==> src/rtl/irm_defines.svh <==
// Timing constants and reset values for the infrared ASK carrier gate
`ifndef IRM_DEFINES_SVH
`define IRM_DEFINES_SVH

`define IRM_CLK_HZ 100000000
`define IRM_CARRIER_HZ 500000
`define IRM_CARRIER_TOL_HZ 25000
`define IRM_HALF_DIV (`IRM_CLK_HZ / (2 * `IRM_CARRIER_HZ))
// Rounded up so the shortest accepted half period stays inside the band
`define IRM_HALF_DIV_MIN ((`IRM_CLK_HZ + 2 * (`IRM_CARRIER_HZ + `IRM_CARRIER_TOL_HZ) - 1) / (2 * (`IRM_CARRIER_HZ + `IRM_CARRIER_TOL_HZ)))
`define IRM_HALF_DIV_MAX (`IRM_CLK_HZ / (2 * (`IRM_CARRIER_HZ - `IRM_CARRIER_TOL_HZ)))
`define IRM_MAX_BAUD 38400
`define IRM_BIT_NS (1000000000 / `IRM_MAX_BAUD)
`define IRM_BIT_CYC ((`IRM_BIT_NS + 9) / 10)

`endif

==> src/rtl/irm_pkg.sv <==
// Types shared by the infrared ASK carrier gate
package irm_pkg;
   typedef enum logic [1:0] {
      IRM_IDLE = 2'b00,
      IRM_TX = 2'b01,
      IRM_DRAIN = 2'b10
   } irm_dir_t;

   typedef struct packed {
      logic led;
      logic rx_data;
      logic rx_valid;
      logic tx_busy;
   } irm_out_t;
endpackage

==> src/rtl/irm_carrier_div.sv <==
// Free-running carrier divider with a ratio latched only at half-period ends
`timescale 1ns/1ps
`default_nettype none
`include "irm_defines.svh"
module irm_carrier_div #(
   parameter int W = 12
) (
   input wire logic i_mclk,
   input wire logic i_rst,
   input wire logic [W-1:0] i_half_div,
   input wire logic i_hold,
   output logic o_carrier
);
   import irm_pkg::*;

   typedef struct packed {
      logic [W-1:0] cnt;
      logic [W-1:0] ratio;
      logic car;
   } irm_div_st_t;

   irm_div_st_t st_ff, nxt_st_ff;

   always_comb begin
      nxt_st_ff = st_ff;
      // Runs regardless of data; data never touches this counter
      if (st_ff.cnt >= st_ff.ratio - W'(1)) begin
         nxt_st_ff.cnt = '0;
         nxt_st_ff.car = ~st_ff.car;
         if (!i_hold && i_half_div != '0) begin
            nxt_st_ff.ratio = i_half_div;
         end
      end else begin
         nxt_st_ff.cnt = st_ff.cnt + W'(1);
      end
   end

   always_ff @(posedge i_mclk) begin
      if (i_rst) begin
         st_ff <= '{cnt: '0, ratio: W'(`IRM_HALF_DIV), car: 1'b0};
      end else begin
         st_ff <= nxt_st_ff;
      end
   end

   assign o_carrier = st_ff.car;
endmodule
`default_nettype wire

==> src/rtl/irm_ask_gate.sv <==
// Infrared ASK transmit gate with half-duplex receive blanking
`timescale 1ns/1ps
`default_nettype none
`include "irm_defines.svh"
// Behaviour
// - Mark data drives carrier onto LED
// - Space data holds LED off
// - Carrier runs free; data only gates
// - Mark is one, space is zero
// - Carrier fills whole mark bit
// - Carrier kept within 25 kHz nominal
// - Carrier NAND-gated with data
// - Half-duplex: receive blanked while transmit is selected; LED follows data in any direction
// - Local echo expected on receive path
// - Receiver output active low; invert it
module irm_ask_gate #(
   parameter int DIV_W = 12,
   parameter int GUARD_CYC = `IRM_BIT_CYC,
   parameter int GUARD_W = 16
) (
   input wire logic i_mclk,
   input wire logic i_rst,
   input wire logic i_tx_data,
   input wire logic i_tx_dir,
   input wire logic [DIV_W-1:0] i_half_div,
   input wire logic i_rx_n,
   output irm_pkg::irm_out_t o_status,
   output logic o_led
);
   import irm_pkg::*;

   // Notes for users of this block:
   // - Carrier phase is unrelated to data edges, so the first and the last
   //   carrier pulse of a mark may come out shortened.
   // - The ratio input is read only while idle; a change during a transfer
   //   waits until the receive path is open again.
   // - Out-of-band ratios raise no flag; the nominal half period is used instead.
   // - Whole echoed characters are not removed here; the receive path is only
   //   blanked while the direction is transmit, and for one bit of space after
   //   the last mark, so a stop bit still in flight is not cut short.
   // - Receive data reads as zero while blanked; qualify it with the valid flag.
   // - Data, direction and receive pins pass two flip-flops before use.
   // - The ratio input comes from logic on this clock and is read directly.

   typedef struct packed {
      logic [1:0] tx_sync;
      logic [1:0] dir_sync;
      logic [1:0] rx_sync;
      irm_dir_t dir;
      logic [GUARD_W-1:0] guard;
      logic [DIV_W-1:0] div_sel;
      logic led;
      logic rx_data;
      logic rx_valid;
      logic tx_busy;
   } irm_st_t;

   irm_st_t st_ff, nxt_st_ff;
   logic carrier;

   // Reset state: LED dark, receive pin idle high, nominal ratio
   function automatic irm_st_t reset_state();
      irm_st_t s;
      s.tx_sync = 2'b00;
      s.dir_sync = 2'b00;
      s.rx_sync = 2'b11;
      s.dir = IRM_IDLE;
      s.guard = '0;
      s.div_sel = DIV_W'(`IRM_HALF_DIV);
      s.led = 1'b0;
      s.rx_data = 1'b0;
      s.rx_valid = 1'b0;
      s.tx_busy = 1'b0;
      reset_state = s;
   endfunction

   // Programmed ratio accepted only inside the tolerance band
   function automatic logic in_band(input logic [DIV_W-1:0] d);
      in_band = (d >= DIV_W'(`IRM_HALF_DIV_MIN)) && (d <= DIV_W'(`IRM_HALF_DIV_MAX));
   endfunction

   // Out-of-band requests fall back to the nominal half period
   function automatic logic [DIV_W-1:0] pick_ratio(input logic [DIV_W-1:0] d);
      if (in_band(d)) begin
         pick_ratio = d;
      end else begin
         pick_ratio = DIV_W'(`IRM_HALF_DIV);
      end
   endfunction

   // Two-stage shift for a pin from outside the clock domain
   function automatic logic [1:0] sync_step(input logic [1:0] s, input logic pin);
      sync_step = {s[0], pin};
   endfunction

   // Synchronised data level; mark is one, space is zero
   function automatic logic mark_bit(input logic [1:0] s);
      mark_bit = s[1];
   endfunction

   // Guard counter: cleared by a mark, saturates at the bit-time limit
   function automatic logic [GUARD_W-1:0] guard_step(input logic [GUARD_W-1:0] g, input logic mark);
      if (mark) begin
         guard_step = '0;
      end else if (g < GUARD_W'(GUARD_CYC)) begin
         guard_step = g + GUARD_W'(1);
      end else begin
         guard_step = g;
      end
   endfunction

   // True once space has lasted a full bit after the last mark
   function automatic logic guard_done(input logic [GUARD_W-1:0] g, input logic mark);
      guard_done = !mark && (g >= GUARD_W'(GUARD_CYC));
   endfunction

   // Any state but idle owns the optical path
   function automatic logic dir_busy(input irm_dir_t d);
      dir_busy = (d != IRM_IDLE);
   endfunction

   // NAND of data and carrier followed by an inverter
   function automatic logic gate_led(input logic mark, input logic car);
      logic nand_out;
      nand_out = ~(mark & car);
      gate_led = ~nand_out;
   endfunction

   // Receiver pin is low while carrier is heard; flip it, zero it when blanked
   function automatic logic rx_bit(input logic rx_n, input logic open);
      rx_bit = open ? ~rx_n : 1'b0;
   endfunction

   // Carrier runs on its own; data never reaches the divider
   irm_carrier_div #(
      .W(DIV_W)
   ) u_div (
      .i_mclk(i_mclk),
      .i_rst(i_rst),
      .i_half_div(st_ff.div_sel),
      .i_hold(st_ff.tx_busy),
      .o_carrier(carrier)
   );

   always_comb begin
      nxt_st_ff = st_ff;

      // Pin synchronisers
      nxt_st_ff.tx_sync = sync_step(st_ff.tx_sync, i_tx_data);
      nxt_st_ff.dir_sync = sync_step(st_ff.dir_sync, i_tx_dir);
      nxt_st_ff.rx_sync = sync_step(st_ff.rx_sync, i_rx_n);

      // Ratio frozen during a transfer
      if (!st_ff.tx_busy) begin
         nxt_st_ff.div_sel = pick_ratio(i_half_div);
      end

      // Direction: idle, transmitting, then draining until one bit time of space follows the last mark
      case (st_ff.dir)
         IRM_IDLE: begin
            // Receive path open until transmit is asked for
            if (st_ff.dir_sync[1]) begin
               nxt_st_ff.dir = IRM_TX;
            end
         end

         IRM_TX: begin
            // Guard restarts on every mark so the final bit is fully sent
            nxt_st_ff.guard = guard_step(st_ff.guard, mark_bit(st_ff.tx_sync));
            if (!st_ff.dir_sync[1]) begin
               nxt_st_ff.dir = IRM_DRAIN;
            end
         end

         IRM_DRAIN: begin
            // Transmit may be asked for again before the drain ends
            nxt_st_ff.guard = guard_step(st_ff.guard, mark_bit(st_ff.tx_sync));
            if (st_ff.dir_sync[1]) begin
               nxt_st_ff.dir = IRM_TX;
            end else if (guard_done(st_ff.guard, mark_bit(st_ff.tx_sync))) begin
               nxt_st_ff.dir = IRM_IDLE;
            end
         end

         default: begin
            nxt_st_ff.dir = IRM_IDLE;
         end
      endcase
      // Busy follows the state being entered
      nxt_st_ff.tx_busy = dir_busy(nxt_st_ff.dir);

      // Mark gates the running carrier on for the whole bit; space holds it off
      nxt_st_ff.led = gate_led(mark_bit(st_ff.tx_sync), carrier);

      // Receive path: inverted, and blanked while the direction is transmit or draining
      nxt_st_ff.rx_valid = !dir_busy(st_ff.dir) && !st_ff.dir_sync[1];
      nxt_st_ff.rx_data = rx_bit(st_ff.rx_sync[1], nxt_st_ff.rx_valid);
   end

   // Every field registers on every edge; reset is synchronous
   always_ff @(posedge i_mclk) begin
      if (i_rst) begin
         st_ff <= reset_state();
      end else begin
         st_ff <= nxt_st_ff;
      end
   end

   assign o_led = st_ff.led;
   assign o_status = '{led: st_ff.led,
                       rx_data: st_ff.rx_data,
                       rx_valid: st_ff.rx_valid,
                       tx_busy: st_ff.tx_busy};
endmodule
`default_nettype wire

==> config.mk <==
export PLATFORM = sky130hd
export DESIGN_NAME = irm_ask_gate
export DESIGN_NICKNAME = d
export VERILOG_FILES = /design/src/rtl/irm_pkg.sv /design/src/rtl/irm_carrier_div.sv /design/src/rtl/irm_ask_gate.sv
export VERILOG_INCLUDE_DIRS = /design/src /design/src/rtl
export SDC_FILE = /design/constraint.sdc
export NUM_CORES = 1
export LEC_CHECK = 0
export BUFFER_PORTS_ARGS = -buffer_cell sky130_fd_sc_hd__buf_4
export CAP_MARGIN = 25
export CORE_UTILIZATION = 30
export DETAILED_ROUTE_END_ITERATION = 8
export HOLD_SLACK_MARGIN = 0.12
export PLACE_DENSITY = 0.55
export SYNTH_ARGS = -nofsm -noshare
export SYNTH_HDL_FRONTEND = slang
export SYNTH_HIERARCHICAL = 1
export SYNTH_SLANG_ARGS = --single-unit
==> constraint.sdc <==
create_clock -name i_mclk -period 3.5 [get_ports i_mclk]
set_input_delay 0.35 -clock i_mclk [delete_from_list [all_inputs] [get_ports i_mclk]]
set_output_delay 0.35 -clock i_mclk [all_outputs]
set_load 0.005 [all_outputs]
# Word-level counts from Yosys, hierarchy flattened
# Index checks and enable logic that the tools add are counted.
# classes
add_sub_neg	3
multipliers	0
n_div	0
order_cmp	5
n_eq_ne	2
n_shift	0
muxes	8
bitwise_logic	4
reduce_logical	18
# op_table
operator	n
$mux W16	2
$add A16 B1 Y16 const B	1
$ge A16 B12 Y1 const B	1
$lt A16 B12 Y1 const B	1
$add A12 B1 Y12 const B	1
$ge A12 B12 Y1	1
$ge A12 B7 Y1 const B	1
$le A12 B7 Y1 const B	1
$mux W12	1
$reduce_bool A12 Y1	1
$sub A12 B1 Y12 const B	1
$mux W2	4
$pmux W2 S3	1
$reduce_bool A2 Y1	3
$reduce_or A2 Y1	3
$logic_and A1 B1 Y1	4
$logic_not A1 Y1	4
$reduce_and A2 Y1	2
$not A1 Y1	3
$eq A2 B1 Y1 const B	1
$eq A2 B2 Y1 const B	1
$logic_not A2 Y1	1
$and A1 B1 Y1	1
# word_totals
ff_bits	65
latch_bits	0
ram_bits	0
rom_bits	0
in_bits	17
output_inout_bits	5
memories	0

# Depth between registers and ports, before layout
# logic_depth
ltp_word	6
ltp_mapped	13
ltp_nobuf	12

# By module
# The synthesis kept the hierarchy.
# modules_own_cells
mod	n_inst	cells_per_inst	area_per_inst_um2	seq_area_each_um2
irm_ask_gate	1	180	1710.4	800.8
irm_carrier_div	1	187	1601.5	500.5

# Worst setup path before layout
# OpenSTA, ideal clock, no wires.
# synth_timing
path_type	register to register
startpoint	reg u_div/st_ff[6] in the netlist's numbering
endpoint	reg u_div/st_ff[7] in the netlist's numbering
setup_time_ps	142
arrival_time_ps	2508
path_slack_ps	850
path_stages_with_launch	11
cell_sequence	dfxtp_1 -> or4_1 -> nor2_1 -> xnor2_1 -> ha_1 -> a21o_1 -> a21o_1 -> a221o_1 -> buf_6 -> o211ai_2 -> o211ai_1
# synth_via
elab_chain_len	3
# synth_lines
item	line_no	rtl
from (decl)	irm_carrier_div.sv:22	irm_div_st_t st_ff, nxt_st_ff;
from (signal assigned)	irm_carrier_div.sv:40	st_ff <= '{cnt: '0, ratio: W'(`IRM_HALF_DIV), car: 1'b0};
from (signal assigned)	irm_carrier_div.sv:42	st_ff <= nxt_st_ff;
$sub A12 B1 Y12	irm_carrier_div.sv:27	if (st_ff.cnt >= st_ff.ratio - W'(1)) begin
$ge A12 B12 Y1	irm_carrier_div.sv:27	
$reduce_and A2 Y1 (no source line)	n/a	
# No other way between the ends.
# A chain may end at the register's enable or synchronous reset.

# Final worst setup path
# layout_timing
startpoint	reg u_div/st_ff[6] in the netlist's numbering
endpoint	reg u_div/st_ff[16] in the netlist's numbering
# layout_via
elab_chain_len	3
# layout_lines
item	line_no
$sub A12 B1 Y12	irm_carrier_div.sv:27
$ge A12 B12 Y1	irm_carrier_div.sv:27
$reduce_or A2 Y1 (no source line)	n/a
# No other way between the ends.

==> flow_summary.json <==
{
  "cp-end-kind": "flop",
  "ir_drop_uv": 223.2,
  "rsz0062_at_grt": "false",
  "path_class": "reg -> reg",
  "finalSetupTns_ps": 0,
  "outcome": "finished, final reports clean",
  "numPortBuffers": 21,
  "ant_nets": 0,
  "async_flop_share": 0,
  "worst_clock_skew_ps": 10.27,
  "hpwlAfterDp_um": 4802,
  "netlist_instances": 367,
  "vias": 2650,
  "synth_edf_count": 0,
  "stdcell_count": 522,
  "start_util": 0.3152,
  "grt_util_all_layers": 0.1266,
  "holdCritPathClass": "in -> reg",
  "core_area_mm2": 0.01051,
  "crit_path_start_kind": "flop",
  "leakage_nw": 1.418,
  "synthToLayoutAreaGrowth_pct": 15.41,
  "viasPerCell": 5.077,
  "yosysWarningCount": 6,
  "syn-num-nets": 405,
  "ys_ff_latch": 65,
  "clkLatencyLatePin_ps": 350,
  "wl_um": 6763,
  "post-cts-setup-buffers": 0,
  "avgSynthCellArea_um2": 9.024,
  "first_iter_violations": 117,
  "min-delay-start": "i_rx_n",
  "synth_top_flop_cell": "dfxtp_1",
  "r2r_slack_ps": 350,
  "hold_end": "nxt_st_ff[35]",
  "cp_max_fo": 12,
  "cts_root_buf": "clkbuf_8",
  "cp.arrival_ps": 3430,
  "routabilityCongestion": 0.8102,
  "grt.overflow.total": 0,
  "max_slew.worst_pin.slew_ps": 785.9,
  "setup_ws_ps": 348.6,
  "syn_area_mm2": 0.003312,
  "timing.rr.start": "u_div/st_ff[6]",
  "holdPathStages": 2,
  "die_x_um": 107.1,
  "stdcell_area_mm2": 0.003822,
  "setup_viol": 0,
  "path_clk_slew_ps": 80,
  "grt_max_degree": 30,
  "die_y_um": 107.1,
  "fmax_ghz": 0.3173,
  "cap_violations": 0,
  "hold_viol": 0,
  "final_layout_size_suffix_gt1_frac": 0.1373,
  "antenna_found_initial": 0,
  "r2r.worst_path.cells": 9,
  "dp.cells": 506,
  "die-area_mm2": 0.01146,
  "relSlewSlack": 0.4729,
  "grt_pass1_wl_um": 11410,
  "htreeDepth": 3,
  "cts_max_path_buffers": 2,
  "layout.nets": 419,
  "dr.pass1.iters": 4,
  "clock-sinks": 65,
  "drt-wirelength-per-cell_um": 12.96,
  "numCtsBuffers": 9,
  "worstReg2RegEnd": "u_div/st_ff[16]",
  "seq_area_frac_synth": 0.3929,
  "ios": 22,
  "layout_commonest_cell": "dfxtp_1",
  "preCtsSetupSlack_ps": -46.92,
  "drc": 0,
  "cp.required_ps": 3770,
  "std_cell_rows": 37,
  "ys_types": 53,
  "grt_pass1_vias": 2546,
  "period_share": 0.9004,
  "cts_tree": "yes",
  "diodes": 0,
  "powerDensity_mw_per_mm2": 432.9,
  "period_minus_slack_ps": 3151,
  "final_max_slew_viol_count": 0,
  "power_w": 0.001655,
  "final_cell_mix": "65 x dfxtp_1, 30 x nor2_1, 28 x nand2_1",
  "placed_area_mm2": 0.003555
}
==> where the power goes <==
part,internal (W),switching (W),total (W)
Clock,0.000495,0.000299,0.000794
Sequential,0.000751,0.0000109,0.000762
Combinational,0.0000428,0.0000558,0.0000986
Total,0.00129,0.000366,0.00165
==> cell type report <==
cell class,instances,area (µm²)
Fill cell,1061,6686
Multi-Input combinational cell,264,1859
Sequential cell,65,1301
Timing Repair Buffer,23,172.7
Tap cell,136,170.2
Clock buffer,10,137.6
Clock inverter,6,113.9
Inverter,18,67.56
==> synthesized netlist by cell type (9+ instances only) <==
master | instances | share of area
nor2_1 | 30 | 0.034
inv_1 | 18 | 0.020
clkbuf_1 | 13 | 0.015
dfxtp_1 | 65 | 0.39
o2111ai_1 | 9 | 0.024
nor2b_1 | 10 | 0.019
ha_1 | 21 | 0.079
a21oi_1 | 9 | 0.014
xnor2_1 | 19 | 0.050
nor3_1 | 11 | 0.017
nand2_1 | 28 | 0.032
a41oi_1 | 9 | 0.024
and2_1 | 10 | 0.019
nor4_1 | 10 | 0.019
==> flip-flops by register name (all words and copies together) (netlist names) <==
signal           cells
st_ff               33
u_div/st_ff         24
nxt_st_ff            3
o_status             3
o_led                1
u_div/o_carrier      1
==> metal layers <==
layer / routed length [µm] / vias up / part of all wire / track usage
met2: 3083 / 40 / 0.46 / 0.1959
met3: 276 / 15 / 0.041 / 0.05046
met4: 131 / 0 / 0.019 / 0.05577
li1: - / 1361 / - / -
met1: 3270 / 1234 / 0.48 / 0.1542
met5: 0 / - / 0 / 0
==> logic make-up (layout without fill, tap and decap cells) <==
logic type / count (synthesis) / after routing / share of synthesized area
flip-flops: 65 / 65 / 0.3929
multiplexers: 1 / 1 / 0.003022
buffers and inverters: 38 / 57 / 0.05062
AO/OA/AOI/OAI: 69 / 69 / 0.1621
AND/OR/NAND/NOR: 149 / 149 / 0.2486
XOR/XNOR: 24 / 24 / 0.06347
adder cells (fa/ha/maj): 21 / 21 / 0.07933
==> worst max-delay path by stage <==
stage	startpoint	endpoint	slack [ps]	depth (start not counted)
final	u_div/st_ff[6]	u_div/st_ff[16]	350	9
after global routing	u_div/st_ff[6]	u_div/st_ff[13]	60	9
after CTS	u_div/st_ff[6]	u_div/st_ff[16]	100	9
after detailed placement	u_div/st_ff[1]	u_div/st_ff[16]	-50	12
after global placement	u_div/st_ff[1]	u_div/st_ff[21]	50	12
after floorplan	u_div/st_ff[6]	u_div/st_ff[7]	850	10
==> metrics by stage <==
stage	hold WS (ps)	util
finish	183.8	0.3637
global route	159.3	0.3637
CTS	155.9	0.3627
detailed placement	381.8	0.3383
global placement	370.4	0.3383
floorplan	367.4	-
==> worst max-delay path, cell delays in order (launching register included) <==
cell and delay, ps:
dfxtp_1 350, or4_1 590, nor4_2 280, xnor2_1 170
ha_1 310, nand4_1 170, nor3_2 90, a221oi_4 530
nand3_2 380, nor2_1 200
==> what timing repair did <==
item	CTS	global route
resized for setup	1	1
setup endpoints to repair	12	12
hold endpoints to repair	0	0
hold buffers	0	0
Note: power is estimated with default switching activity, not from simulation.
